### src/core/asf_params.svh
// Register offsets, field positions, tags and frame constants
`ifndef ASF_PARAMS_SVH
`define ASF_PARAMS_SVH

// Register byte offsets on the serial port
`define ASF_ADDR_CONTROL 7'h1e
`define ASF_ADDR_ANGLE 7'h20
`define ASF_ADDR_STATUS 7'h22
`define ASF_ADDR_FAULT 7'h24

// Register tags in bits 15:12
`define ASF_TAG_STATUS 4'h8
`define ASF_TAG_FAULT 4'ha

// Angle word fields
`define ASF_ANG_SUMMARY_BIT 14
`define ASF_ANG_UV_BIT 13
`define ASF_ANG_CHECK_BIT 12
`define ASF_ANG_WIDTH 12

// Status word fields
`define ASF_STA_DIE_HI 9
`define ASF_STA_DIE_LO 8
`define ASF_STA_DIR_BIT 7
`define ASF_STA_FAST_BIT 6
`define ASF_STA_SPECIAL_BIT 5
`define ASF_STA_BOOT_DONE_BIT 4
`define ASF_STA_LOGIC_TEST_BIT 3
`define ASF_STA_FRONT_TEST_BIT 2
`define ASF_STA_BOOT_BIT 1
`define ASF_STA_VALID_BIT 0

// Control byte bits (upper byte of the control register)
`define ASF_CTL_STATUS_CLEAR_BIT 2
`define ASF_CTL_FAULT_WIPE_BIT 0

// Fault latch bits
`define ASF_FLT_CAUTION 11
`define ASF_FLT_SUPPLY_UV 3
`define ASF_FLT_REG_UV 2
`define ASF_FLT_RESET 0
`define ASF_FLT_RESET_VALUE 12'h001

// Serial frame
`define ASF_FRAME_BITS 16
`define ASF_CNT_WIDTH 5

`endif

### src/core/asf_pkg.sv
// Types shared by the angle, status and fault register bank
package asf_pkg;

  // Fault sources from the sensing core, same clock domain
  typedef struct packed {
    logic logic_test_fail;
    logic front_end_test_fail;
    logic averaging_overrun;
    logic quadrature_integrity_fault;
    logic loop_lock_lost;
    logic zero_crossing_timeout;
    logic nvm_uncorrectable;
    logic hf_watchdog_trip;
    logic lf_watchdog_trip;
    logic supply_pin_undervoltage;
    logic regulator_undervoltage;
    logic field_too_weak;
    logic hard_reset_done;
  } asf_fault_src_t;

  // Status sources from the sensing core, same clock domain
  typedef struct packed {
    logic [1:0] die_number;
    logic turning_direction;
    logic too_fast_for_sleep;
    logic logic_selftest_running;
    logic front_end_test_running;
    logic boot_active;
    logic loop_locked;
    logic boot_complete;
    logic special_start;
    logic special_finish;
  } asf_status_src_t;

  // Serial transfer states
  typedef enum logic [1:0] {
    ASF_IDLE = 2'b00,
    ASF_SHIFT = 2'b01,
    ASF_DONE = 2'b10
  } asf_spi_state_t;

endpackage

### src/core/asf_regs.sv
// Angle, status and fault register bank behind a serial read/write port
`timescale 1ns/1ps
`include "asf_params.svh"

module asf_regs #(
  parameter int FRAME_BITS = `ASF_FRAME_BITS
) (
  // Clock and reset
  input wire logic mclk_in,
  input wire logic rst_in,
  // Serial port pins
  input wire logic spi_clk_in,
  input wire logic spi_sel_n_in,
  input wire logic spi_mosi_in,
  output logic spi_miso_out,
  output logic spi_miso_oe_out,
  // Sensing core
  input wire logic [`ASF_ANG_WIDTH-1:0] angle_in,
  input wire asf_pkg::asf_fault_src_t fault_src_in,
  input wire asf_pkg::asf_status_src_t status_src_in,
  input wire logic caution_unmasked_in,
  input wire logic [11:0] fault_mask_in,
  // Clear pulses seen by the core
  output logic special_clear_out
);

  // Pin synchronisers, two stages each
  logic [1:0] clk_sync;
  logic [1:0] sel_sync;
  logic [1:0] mosi_sync;
  logic clk_prev;
  logic clk_rise;
  logic clk_fall;
  logic sel_active;

  always_ff @(posedge mclk_in)
  begin
    if (rst_in)
    begin
      clk_sync <= 2'b00;
      sel_sync <= 2'b11;
      mosi_sync <= 2'b00;
      clk_prev <= 1'b0;
    end
    else
    begin
      clk_sync <= {clk_sync[0], spi_clk_in};
      sel_sync <= {sel_sync[0], spi_sel_n_in};
      mosi_sync <= {mosi_sync[0], spi_mosi_in};
      clk_prev <= clk_sync[1];
    end
  end

  // Edges are found on the second stage only
  assign clk_rise = clk_sync[1] & ~clk_prev;
  assign clk_fall = ~clk_sync[1] & clk_prev;
  assign sel_active = ~sel_sync[1];

  // Register contents
  logic [11:0] fault_latch;
  logic [11:0] fault_seen;
  logic special_done;
  logic boot_done;
  logic startup_finished;
  logic [15:0] angle_word;
  logic [15:0] status_word;
  logic [15:0] fault_word;
  logic fault_summary;
  logic undervoltage_now;
  logic [11:0] fault_set;

  // Serial frame state
  asf_pkg::asf_spi_state_t state;
  logic [`ASF_CNT_WIDTH-1:0] bit_cnt;
  logic [15:0] rx_shift;
  logic [15:0] tx_shift;
  logic [15:0] reply;
  logic frame_done;
  logic is_write;
  logic [6:0] frame_addr;
  logic [7:0] frame_data;
  logic status_clear;
  logic fault_wipe;
  logic fault_read;

  // Odd fill bit: one when the covered bits hold an even count of ones
  function automatic logic odd_fill(input logic [13:0] bits);
    odd_fill = ~(^bits);
  endfunction

  // Control writes are decoded once and shared by both clear strobes
  function automatic logic ctl_write(input logic done,
                                     input logic wr,
                                     input logic [6:0] addr);
    ctl_write = done & wr & (addr == `ASF_ADDR_CONTROL);
  endfunction

  function automatic logic [15:0] read_mux(input logic [6:0] addr,
                                           input logic [15:0] angle_reading,
                                           input logic [15:0] device_status,
                                           input logic [15:0] flt);
    case (addr)
      `ASF_ADDR_ANGLE: read_mux = angle_reading;
      `ASF_ADDR_STATUS: read_mux = device_status;
      `ASF_ADDR_FAULT: read_mux = flt;
      default: read_mux = 16'h0000;
    endcase
  endfunction

  // Angle word
  always_comb
  begin
    undervoltage_now =
      (fault_src_in.supply_pin_undervoltage
        & ~fault_mask_in[`ASF_FLT_SUPPLY_UV])
      | (fault_src_in.regulator_undervoltage
        & ~fault_mask_in[`ASF_FLT_REG_UV]);
    // Masks gate the latch terms of the summary (not caution_unmasked_in), the undervoltage bit and the caution latch; the other latches still record events
    fault_summary = (|(fault_latch & ~fault_mask_in))
      | caution_unmasked_in;
    angle_word = 16'h0000;
    angle_word[`ASF_ANG_SUMMARY_BIT] = fault_summary;
    angle_word[`ASF_ANG_UV_BIT] = undervoltage_now;
    angle_word[`ASF_ANG_WIDTH-1:0] = angle_in;
    angle_word[`ASF_ANG_CHECK_BIT] =
      odd_fill({fault_summary, undervoltage_now, angle_in});
  end

  // Status word
  always_comb
  begin
    status_word = 16'h0000;
    status_word[15:12] = `ASF_TAG_STATUS;
    status_word[`ASF_STA_DIE_HI:`ASF_STA_DIE_LO] =
      status_src_in.die_number;
    status_word[`ASF_STA_DIR_BIT] =
      status_src_in.turning_direction;
    status_word[`ASF_STA_FAST_BIT] =
      status_src_in.too_fast_for_sleep;
    status_word[`ASF_STA_SPECIAL_BIT] = special_done;
    status_word[`ASF_STA_BOOT_DONE_BIT] = boot_done;
    status_word[`ASF_STA_LOGIC_TEST_BIT] =
      status_src_in.logic_selftest_running;
    status_word[`ASF_STA_FRONT_TEST_BIT] =
      status_src_in.front_end_test_running;
    status_word[`ASF_STA_BOOT_BIT] = status_src_in.boot_active;
    // Boot done may be cleared by software, so validity uses its own record
    status_word[`ASF_STA_VALID_BIT] = status_src_in.loop_locked
      & startup_finished & ~status_src_in.boot_active;
    fault_word = {`ASF_TAG_FAULT, fault_latch};
  end

  // Fault set terms, the undervoltage ones are levels that keep setting
  always_comb
  begin
    fault_set = 12'h000;
    fault_set[11] = caution_unmasked_in
      & ~fault_mask_in[`ASF_FLT_CAUTION];
    fault_set[10] = fault_src_in.logic_test_fail
      | fault_src_in.front_end_test_fail;
    fault_set[9] = fault_src_in.averaging_overrun;
    fault_set[8] = fault_src_in.quadrature_integrity_fault;
    fault_set[7] = fault_src_in.loop_lock_lost;
    fault_set[6] = fault_src_in.zero_crossing_timeout;
    fault_set[5] = fault_src_in.nvm_uncorrectable;
    fault_set[4] = fault_src_in.hf_watchdog_trip
      | fault_src_in.lf_watchdog_trip;
    fault_set[3] = fault_src_in.supply_pin_undervoltage;
    fault_set[2] = fault_src_in.regulator_undervoltage;
    fault_set[1] = fault_src_in.field_too_weak;
    fault_set[0] = fault_src_in.hard_reset_done;
  end

  // Frame fields
  assign is_write = rx_shift[15];
  assign frame_addr = rx_shift[14:8];
  assign frame_data = rx_shift[7:0];
  // Short frames never reach done, so they can clear nothing
  assign status_clear = ctl_write(frame_done, is_write, frame_addr)
    & frame_data[`ASF_CTL_STATUS_CLEAR_BIT];
  assign fault_wipe = ctl_write(frame_done, is_write, frame_addr)
    & frame_data[`ASF_CTL_FAULT_WIPE_BIT];
  assign fault_read = frame_done & ~is_write
    & (frame_addr == `ASF_ADDR_FAULT);

  // Serial shifting: sample on rising edge, shift out on falling edge
  always_ff @(posedge mclk_in)
  begin
    if (rst_in)
    begin
      state <= asf_pkg::ASF_IDLE;
      bit_cnt <= '0;
      rx_shift <= 16'h0000;
      tx_shift <= 16'h0000;
    end
    else
    begin
      case (state)
        asf_pkg::ASF_IDLE:
        begin
          bit_cnt <= '0;
          if (sel_active)
          begin
            tx_shift <= reply;
            state <= asf_pkg::ASF_SHIFT;
          end
        end
        asf_pkg::ASF_SHIFT:
        begin
          if (!sel_active)
            state <= asf_pkg::ASF_IDLE;
          else if (clk_rise)
          begin
            rx_shift <= {rx_shift[14:0], mosi_sync[1]};
            bit_cnt <= bit_cnt + 1'b1;
            if (bit_cnt == `ASF_CNT_WIDTH'(FRAME_BITS - 1))
              state <= asf_pkg::ASF_DONE;
          end
          else if (clk_fall)
            tx_shift <= {tx_shift[14:0], 1'b0};
        end
        asf_pkg::ASF_DONE:
        begin
          // Extra clocks are ignored; the frame ends on deselect
          if (!sel_active)
            state <= asf_pkg::ASF_IDLE;
        end
        default: state <= asf_pkg::ASF_IDLE;
      endcase
    end
  end

  // One pulse per completed frame, counted once FRAME_BITS bits are in, even if more clocks follow
  always_ff @(posedge mclk_in)
  begin
    if (rst_in)
      frame_done <= 1'b0;
    else
      frame_done <= (state == asf_pkg::ASF_DONE) & ~sel_active;
  end

  // Read data is captured at frame end and returned in the next frame
  always_ff @(posedge mclk_in)
  begin
    if (rst_in)
      reply <= 16'h0000;
    else if (frame_done & ~is_write)
      reply <= read_mux(frame_addr, angle_word, status_word, fault_word);
  end

  // Miso comes straight from a flop, so it cannot glitch mid-bit
  assign spi_miso_out = tx_shift[15];
  assign spi_miso_oe_out = sel_active;

  // Fault latches: new sets always win over a wipe
  always_ff @(posedge mclk_in)
  begin
    if (rst_in)
      fault_latch <= `ASF_FLT_RESET_VALUE;
    else if (fault_wipe)
      fault_latch <= (fault_latch & ~fault_seen) | fault_set;
    else
      fault_latch <= fault_latch | fault_set;
  end

  // Flags the host has been shown; only these may be wiped
  always_ff @(posedge mclk_in)
  begin
    if (rst_in)
      fault_seen <= 12'h000;
    else if (fault_read)
      fault_seen <= fault_latch;
    else if (fault_wipe)
      fault_seen <= 12'h000;
  end

  // Special command done flag; finish wins over start and clear
  always_ff @(posedge mclk_in)
  begin
    if (rst_in)
      special_done <= 1'b0;
    else if (status_src_in.special_finish)
      special_done <= 1'b1;
    else if (status_src_in.special_start | status_clear)
      special_done <= 1'b0;
  end

  // Boot done is sticky; the core's completion pulse wins over a clear
  always_ff @(posedge mclk_in)
  begin
    if (rst_in)
      boot_done <= 1'b0;
    else if (status_src_in.boot_complete)
      boot_done <= 1'b1;
    else if (status_clear)
      boot_done <= 1'b0;
  end

  // Startup record kept apart from boot done, which software may clear
  always_ff @(posedge mclk_in)
  begin
    if (rst_in)
      startup_finished <= 1'b0;
    else if (status_src_in.boot_complete)
      startup_finished <= 1'b1;
  end

  // Registered so the core sees one clean strobe per clear request
  always_ff @(posedge mclk_in)
  begin
    if (rst_in)
      special_clear_out <= 1'b0;
    else
      special_clear_out <= status_clear;
  end

endmodule

### config.mk
export PLATFORM = sky130hd
export DESIGN_NAME = asf_regs
export DESIGN_NICKNAME = d
export VERILOG_FILES = /design/src/core/asf_pkg.sv /design/src/core/asf_regs.sv
export VERILOG_INCLUDE_DIRS = /design/src /design/src/core
export SDC_FILE = /design/constraint.sdc
export NUM_CORES = 1
export LEC_CHECK = 0
export BUFFER_PORTS_ARGS = -buffer_cell sky130_fd_sc_hd__buf_2
export CAP_MARGIN = 20
export CELL_PAD_IN_SITES_DETAIL_PLACEMENT = 0
export CELL_PAD_IN_SITES_GLOBAL_PLACEMENT = 1
export CORE_MARGIN = 1.5
export CORE_UTILIZATION = 38
export DETAILED_ROUTE_END_ITERATION = 12
export PLACE_DENSITY = 0.8
export SLEW_MARGIN = 20
export SYNTH_ARGS = -nofsm -noshare
export SYNTH_HDL_FRONTEND = slang
export SYNTH_SLANG_ARGS = --single-unit
### constraint.sdc
create_clock -name mclk_in -period 1.5 [get_ports mclk_in]
set_clock_uncertainty 0.05 [all_clocks]
set_input_delay 0.075 -clock mclk_in [delete_from_list [all_inputs] [get_ports mclk_in]]
set_output_delay 0.075 -clock mclk_in [all_outputs]
set_load 0.1 [all_outputs]
# Word level (Yosys, flattened, before mapping)
# Cells that the tools add are included.
# Widths: inputs -> output; s select.
dict set report totals {
  ff_bits 91
  inputBits 54
  out_inout_bits 3
  wordCells 99
}
dict set report op_classes {
  n_addsub 1
  n_eq_ne 15
  n_mux 22
  n_bitwise 34
  reduce_logical 11
}
# operator n
set ops {}
lappend ops {{$mux 16} 4}
lappend ops {{$pmux 16 s3} 1}
lappend ops {{$mux 12} 3}
lappend ops {{$pmux 16 s2} 1}
lappend ops {{$and 12x12->12} 2}
lappend ops {{$not 12->12} 2}
lappend ops {{$or 12x12->12} 2}
lappend ops {{$eq 7x6->1 const B} 3}
lappend ops {{$and 1x1->1} 14}
lappend ops {{$reduce_xor 14->1} 1}
lappend ops {{$ne 2x2->1 const B} 6}
lappend ops {{$reduce_or 12->1} 1}
lappend ops {{$mux 2} 5}
lappend ops {{$mux 5} 2}
lappend ops {{$pmux 5 s2} 1}
lappend ops {{$not 1->1} 9}
lappend ops {{$reduce_bool 2->1} 4}
lappend ops {{$eq 7x5->1 const B} 1}
lappend ops {{$ne 3x3->1 const B} 2}
lappend ops {{$pmux 2 s3} 1}
lappend ops {{$reduce_and 3->1} 2}
lappend ops {{$add 5x1->5 const B} 1}
lappend ops {{$eq 5x4->1 const B} 1}
lappend ops {{$or 1x1->1} 5}
lappend ops {{6 further kinds} 9}

# Depth between registers and ports, before layout
# Gate-level depths: netlist of run 1.
dict set report logic_depth {
  word_depth 7
  ltp_mapped 8
  mapped_depth_nobuf 6
}

# Worst setup path after synthesis of run 1
# OpenSTA, ideal clock, no wires.
dict set report synth_timing {
  path_type {flip-flop to flip-flop}
  from {register sel_sync[1]}
  to {register rx_shift[9]}
  setup_ns 0.135
  arrival_time_ns 1.850
  required_time_ns 1.315
  setup_slack_ns -0.535
  stages_incl_launch_ff 8
  path_buffers 2
  cell_sequence {dfxtp_1 inv_1 nand2_1 or2_1 buf_2 buf_2 nand2_1 a21oi_1}
}
dict set report synth_between {
  elab_chain_cells 2
}
# item line
set synth_rtl {}
lappend synth_rtl {{start: declaration} asf_regs.sv:29} ;# logic [1:0] sel_sync;
lappend synth_rtl {{start signal: assignment} asf_regs.sv:48} ;# sel_sync <= {sel_sync[0], spi_sel_n_in};
lappend synth_rtl {{$not 1->1 (no source line)} -}
lappend synth_rtl {{net spi_miso_oe_out} asf_regs.sv:16} ;# output logic spi_miso_oe_out,
lappend synth_rtl {{$reduce_and 3->1 (no source line)} -}
lappend synth_rtl {{end signal: assignment} asf_regs.sv:214} ;# rx_shift <= {rx_shift[14:0], mosi_sync[1]};
lappend synth_rtl {{end: declaration} asf_regs.sv:75} ;# logic [15:0] rx_shift;
# The timed path passes the listed nets, and every way through them passes these cells.
# A chain may end at the register's enable or synchronous reset.

# Worst setup path after layout of run 1
dict set report layout_timing {
  from {register rx_shift[8]}
  to {register fault_seen[10]}
}
dict set report layout_between {
  elab_chain_cells 4
  elab_cells_between_ends 7
  classes_between {2 x eq/ne; 1 x mux; 3 x bitwise; 1 x reduce/logical}
}
# item line
set layout_rtl {}
lappend layout_rtl {{$eq 7x5->1 (no source line)} -}
lappend layout_rtl {{$and 1x1->1} asf_regs.sv:95} ;# ctl_write = done & wr & (addr == `ASF_ADDR_CONTROL);
lappend layout_rtl {{$and 1x1->1} asf_regs.sv:181} ;# assign fault_wipe = ctl_write(frame_done, is_write, frame_addr)
lappend layout_rtl {{$reduce_bool 2->1 (no source line)} -}
lappend layout_rtl {{end signal: assignment} asf_regs.sv:272} ;# fault_seen <= fault_latch;
lappend layout_rtl {{end: declaration} asf_regs.sv:61} ;# logic [11:0] fault_seen;
# Several ways; a longest one is shown, not always the timed one.

==> run_results.csv, run 1 <==
group,metric,value,unit
outcome,status,"complete, but fails checks",
outcome,violations,"negative setup slack",
die,core-area,10200,um2
yosys,yosys_warnings,0,
clock_network,cts_root_buffer,"clkbuf_8",
yosys,ys_ff_latch,91,
yosys,synth_compound_area_share,17.2,%
clock_network,cts_made_buffers,9,
sta,worstMarginPinSlew,0.541,ns
sta,fin_ws,-0.103,ns
finish,n_antenna_cell,0,
setup_path,critPathLaunchType,"flop",
sta,timing.fmax,624,MHz
global_route,overflow,0,
sta,slew_headroom,63.9,%
yosys,avgSynthCellArea,8.61,um2
drt,first_iter_violations,115,
drt,final_antenna_net_count,0,
die,num_rows,37,
drt,drc,0,
power_and_ir_drop,p_leak,2.16,nW
setup_path,critPathCaptureType,"flop",
sta,period_needed,1.60,ns
yosys,synthesis.area,3960,um2
die,ios,57,
yosys,synth_fa_ha_area_share,0.632,%
placed_design,portBuffers,56,
yosys,synthXorXnorAreaFrac,3.54,%
setup_path,worstSetupPathType,"flop to flop",
setup_path,arrival,1.80,ns
drt,wl,9960,um
yosys,synthMuxAreaShare,7.14,%
placed_design,pre_cts_ws,-0.112,ns
clock_network,path_clk_slew,0.09,ns
global_route,grt_start_max_net_pins,42,
yosys,synth_top_family_by_area,"simple AND/OR/NAND/NOR gates",
die,start_util,38.7,%
drt,drt_first_pass_iters,4,
yosys,synth_simple_gate_area_share,20.1,%
global_route,grt_pass1_wl,16000,um
global_route,groute.usage.overall,18.1,%
die,die_x,105,um
sta,fin_crit_sh,107,%
yosys,synth_area_leaders,"dfxtp_1 46%, nand2_1 6.6%, mux2i_1 6.6%",
finish,drive_gt1_share,33.6,%
yosys,ys_types,50,
sta,hold_viol,0,
yosys,postSynthNetCount,516,
die,die_h,105,um
drt,vias_per_cell,4.99,
finish,area_growth,35.4,%
setup_path,critPathRequiredTime,1.69,ns
sta,drv_slew,0,
yosys,synth_top_area_share,46.0,%
yosys,yosysTopAreaCell,"dfxtp_1",
clock_network,clock_latency,0.35,ns
hold_path,hp-class,"input pin to flop",
job,maxCapViolations,0,
sta,rsz0062_at_grt,"true",
clock_network,cts_max_path_buffers,2,
drt,dr_total_vias,3504,
yosys,ys_seq_area_share,46.0,%
clock_network,cts.sinks,91,
placed_design,hpwl,6700,um
setup_path,cp_max_fo,6,
yosys,synthCells,460,
clock_network,cts_tree,"yes",
drt,wl_per_cell,14.2,um
sta,hold_slack,0.0314,ns
finish,nets,617,
placed_design,routabilityCongestion,0.779,
finish,fillers,911,
power_and_ir_drop,powerDensity,893,nW/um2
finish,finalInstanceArea,5370,um2
clock_network,htree_levels,3,
global_route,antenna_found_initial,0,
placed_design,placed_area,4640,um2
global_route,grt_pass1_vias,3273,
die,dieArea,11000,um2
sta,finalSetupViolCount,33,
power_and_ir_drop,ir_drop,0.559,mV
==> cell usage after synthesis, drive strengths merged <==
master	number
a2111oi	1
dfxtp	91
nor4b	1
nor2	53
or2	3
nand3	22
a22oi	12
xor2	3
a221oi	1
nand2	73
nand3b	1
o41ai	1
ha	2
a211oi	19
nand2b	3
nand4	1
a211o	1
nor3	3
o22ai	2
o211ai	1
a21o	1
clkbuf	15
nor2b	8
o21bai	1
mux2	2
a222oi	1
nor4	3
nand4b	1
inv	17
a31oi	1
a22o	2
mux2i	26
xnor2	13
a21oi	46
buf	15
o21ai	10
and3	4
==> cell usage in the layout (no fill, tap or decap), types with 4 or more instances in the layout <==
master	instances
a211oi_1	16
a21oi_1	26
a21oi_2	20
a22oi_1	11
buf_12	6
buf_2	56
buf_4	31
buf_6	5
clkbuf_8	10
dfxtp_1	82
dfxtp_2	6
dlygate4sd3_1	20
inv_1	15
mux2i_1	26
nand2_1	57
nand2_2	8
nand2_4	8
nand3_1	16
nand3_2	4
nor2_1	51
nor2b_1	5
o21ai_0	10
xnor2_1	13
==> registers in the layout (all words and copies together), names as in the netlist <==
signal,cells
startup_finished,1
special_clear_out,1
reply,16
mosi_sync,2
rx_shift,16
special_done,1
bit_cnt,5
clk_sync,2
fault_latch,12
clk_prev,1
state,2
boot_done,1
fault_seen,12
frame_done,1
tx_shift,16
sel_sync,2
==> per-layer routing <==
layer / wire length [um] / global-route usage, % / vias to the layer above / part of all wire [%]
met4: 153 / 6.26 / 0 / 1.5
met5: 0 / 0 / - / 0
li1: - / - / 1769 / -
met2: 4870 / 30.6 / 78 / 49
met1: 4580 / 23.5 / 1643 / 46
met3: 353 / 2.62 / 14 / 3.5
==> where the power goes <==
group	switching, mW	internal (mW)	total, mW	leakage (nW)
combinational	0.250	0.250	0.500	1.30
sequential	0.0315	2.46	2.50	0.745
clock	0.877	0.917	1.79	0.107
==> final cells by class <==
| type | count | area, um2 | area share (%) |
|---|---|---|---|
| Clock buffer | 11 | 163 | 3.03 |
| Clock inverter | 5 | 58.8 | 1.10 |
| Inverter | 17 | 67.6 | 1.26 |
| Multi-Input combinational cell | 323 | 2150 | 40.0 |
| Sequential cell | 91 | 1840 | 34.3 |
| Tap cell | 136 | 170 | 3.17 |
| Timing Repair Buffer | 119 | 917 | 17.1 |
==> what timing repair did <==
item,CTS,global route
resized for setup,19,49
setup buffers,2,1
endpoints found under the hold margin,18,0
hold buffers,20,0
endpoints found under the setup margin,33,59
pin swaps,10,32
cloned,3,0
==> cell families after synthesis <==
family          after synthesis
simple gates                176
compound gates              100
mux                          28
xor+xnor                     16
fa+ha+maj                     2
buf+inv                      47
flops                        91
==> per-stage QoR <==
stage | cells | setup TNS, ns | utilization (%) | power (mW)
3_3_place_gp | 661 | -0.384 | 45.4 | 2.99
2_1_floorplan | 460 | -2.71 | - | 2.81
3_5_place_dp | 661 | -1.07 | 45.4 | 3.00
5_1_grt | 702 | -4.63 | 52.4 | 4.97
6_report | 702 | -2.02 | 52.4 | 4.79
4_1_cts | 702 | -1.82 | 50.7 | 4.80
==> path summary, 6_finish.rpt <==
path | from | endpoint | slack [ns] | cells past startpoint
max | rx_shift[8]$_SDFFE_PP0P_ | fault_seen[10]$_SDFFE_PP0P_ | -0.10 | 7
min | status_src_in[7] | reply[6]$_SDFFE_PP0P_ | 0.03 | 5
max reg2reg | rx_shift[8]$_SDFFE_PP0P_ | fault_seen[10]$_SDFFE_PP0P_ | -0.10 | 7
min reg2reg | sel_sync[0]$_SDFF_PP1_ | sel_sync[1]$_SDFF_PP1_ | 0.38 | 1
==> worst max-delay path, stage by stage (launching register included) <==
cell,delay [ns]
dfxtp_4,0.38
nor4_4,0.28
nand2_2,0.12
nor2_4,0.20
nand3_2,0.14
buf_6,0.18
nand3_1,0.09
a21oi_2,0.05
No activity file was read; power rests on OpenSTA's default activity.
==> run 2: changes to the inputs <==
--- a/config.mk
+++ b/config.mk
@@ -13,6 +13,7 @@
 export CORE_MARGIN = 1.5
 export CORE_UTILIZATION = 38
 export DETAILED_ROUTE_END_ITERATION = 12
+export MAX_ROUTING_LAYER = met4
 export PLACE_DENSITY = 0.8
 export SLEW_MARGIN = 20
 export SYNTH_ARGS = -nofsm -noshare
==> run 2 against run 1 <==
  * The flow still finishes with violations (negative setup slack)
  * Critical path depth is the same
  * Cell area is the same
  * Combinational power is essentially flat
  * Clock power is essentially flat
  * Non-clock buffer count is the same
  * Total power is essentially flat
  * Critical endpoint is now fault_seen[6]$_SDFFE_PP0P_
==> run_results.csv, run 2 (synthesis results as in run 1) <==
group,metric,value,unit
die,num_rows,37,
drt,wl,9930,um
power_and_ir_drop,p_leak,2.16,nW
drt,drt_first_pass_iters,4,
power_and_ir_drop,ir_drop,0.559,mV
power_and_ir_drop,p_int,3.63,mW
finish,layout_commonest_cell,"dfxtp_1",
outcome,violations,"negative setup slack",
drt,vias_per_cell,4.97,
global_route,grt_pass1_vias,3269,
job,maxCapViolations,0,
setup_path,slowest_delay,0.38,ns
drt,drc,0,
hold_path,holdCritStartpoint,"status_src_in[7]",
finish,final_cell_mix,"82 x dfxtp_1, 57 x nand2_1, 56 x buf_2",
power_and_ir_drop,powerDensity,892,nW/um2
setup_path,critical_path_buf_inv_count,1,
drt,wl_per_cell,14.1,um
sta,fin_crit_sh,107,%
sta,period_needed,1.60,ns
finish,drive_gt1_share,33.6,%
drt,dr_total_vias,3488,
sta,timing.fmax,623,MHz
setup_path,worstSetupPathType,"flop to flop",
setup_path,arrival,1.80,ns
finish,n_antenna_cell,0,
setup_path,critPathRequiredTime,1.69,ns
sta,drv_slew,0,
placed_design,placed_area,4640,um2
setup_path,cp_max_fo,6,
die,start_util,38.7,%
die,core-area,10200,um2
clock_network,cts_made_buffers,9,
power_and_ir_drop,clkPwrFrac,37.4,%
setup_path,critPathLaunchType,"flop",
power_and_ir_drop,sw_frac_of_total,24.1,%
setup_path,crit_family,"simple AND/OR/NAND/NOR gates",
placed_design,hpwl,6700,um
finish,finalInstanceArea,5370,um2
drt,met2_length,4870,um
die,ios,57,
clock_network,cts.sinks,91,
sta,rsz0062_at_grt,"true",
sta,hold_slack,0.0313,ns
sta,hold_viol,0,
clock_network,cts_tree,"yes",
sta,finalSetupViolCount,32,
setup_path,critPathCaptureType,"flop",
placed_design,portBuffers,56,
drt,top_layer_used,"met4",
global_route,groute.usage.overall,18.6,%
setup_path,path_cells,"nor4_4 > nand2_2 > nor2_4 > nand3_2 > buf_6 > nand3_1 > a21oi_2",
drt,wl_met3,295,um
global_route,antenna_found_initial,0,
hold_path,hp-class,"input pin to flop",
global_route,overflow,0,
clock_network,cts_root_buffer,"clkbuf_8",
clock_network,htree_levels,3,
die,die_x,105,um
global_route,grt_pass1_wl,16000,um
drt,first_iter_violations,119,
setup_path,cp-startpoint,"rx_shift[8]$_SDFFE_PP0P_",
die,dieArea,11000,um2
clock_network,clock_latency,0.35,ns
power_and_ir_drop,p_seq_share,52.1,%
outcome,status,"complete, but fails checks",
finish,reg.largest.list,"reply (16), rx_shift (16), tx_shift (16)",
clock_network,path_clk_slew,0.09,ns
setup_path,crit_slowest_cell,"dfxtp_4",
drt,met1_length,4630,um
setup_path,worstReg2RegStart,"rx_shift[8]$_SDFFE_PP0P_",
placed_design,routabilityCongestion,0.790,
die,die_h,105,um
global_route,grt_start_max_net_pins,42,
power_and_ir_drop,power_frac_comb,10.4,%
sta,slew_headroom,63.9,%
sta,worstMarginPinSlew,0.541,ns
finish,nets,617,
finish,fillers,911,
finish,area_growth,35.4,%
sta,fin_ws,-0.105,ns
clock_network,cts_max_path_buffers,2,
power_and_ir_drop,p_switching,1.16,mW
drt,final_antenna_net_count,0,
power_and_ir_drop,finalPower,4.79,mW
## run 2: repair_timing
item / CTS / global route
resized for setup: 19 / 49
cloned: 3 / 0
setup endpoints to repair: 33 / 59
pin swaps: 10 / 32
hold endpoints to repair: 18 / 0
hold buffers: 20 / 0
buffers inserted: 2 / 1
## run 2: area by class of cell
type / instances / area, um2 / share of cell area, %
Clock inverter: 5 / 58.8 / 1.10
Multi-Input combinational cell: 323 / 2150 / 40.0
Tap cell: 136 / 170 / 3.17
Inverter: 17 / 67.6 / 1.26
Sequential cell: 91 / 1840 / 34.3
Clock buffer: 11 / 163 / 3.03
Timing Repair Buffer: 119 / 917 / 17.1
## run 2: power groups by stage
stage | clock [mW] | sequential, mW | combinational [mW]
CTS | 1.82 | 2.50 | 0.482
finish | 1.79 | 2.50 | 0.500
detailed placement | 0 | 2.56 | 0.441
global placement | 0 | 2.55 | 0.433
global route | 1.93 | 2.50 | 0.546
floorplan | 0 | 2.56 | 0.248
## run 2: worst paths after layout
kind / to / slack, ns / cells after the start
worst min-delay path: reply[6]$_SDFFE_PP0P_ / 0.03 / 5
worst max register to register: fault_seen[6]$_SDFFE_PP0P_ / -0.10 / 7
worst max-delay path: fault_seen[6]$_SDFFE_PP0P_ / -0.10 / 7
worst min register to register: sel_sync[1]$_SDFF_PP1_ / 0.38 / 1
## run 2: routing by layer
layer	vias to the layer above	global-route usage [%]
met1	1644	23.8
met3	13	2.37
met4	0	6.26
met2	64	30.5
li1	1767	-
met5	-	-
## run 2: stage by stage
step | setup TNS (ns) | std cells | worst slack [ns] | util [%]
global placement | -0.384 | 661 | -0.0840 | 45.4
global route | -4.63 | 702 | -0.184 | 52.4
detailed placement | -1.07 | 661 | -0.112 | 45.4
floorplan | -2.71 | 460 | -0.175 | -
finish | -2.07 | 702 | -0.105 | 52.4
CTS | -1.82 | 702 | -0.0922 | 50.7
## run 2: worst reg2reg max path: cells and delay by family, from the launching register on
family,cells,cell delay (ns)
AND/OR/NAND/NOR,5,0.83
flip-flops,1,0.38
buffers and inverters,1,0.18
AO/OA/AOI/OAI,1,0.06
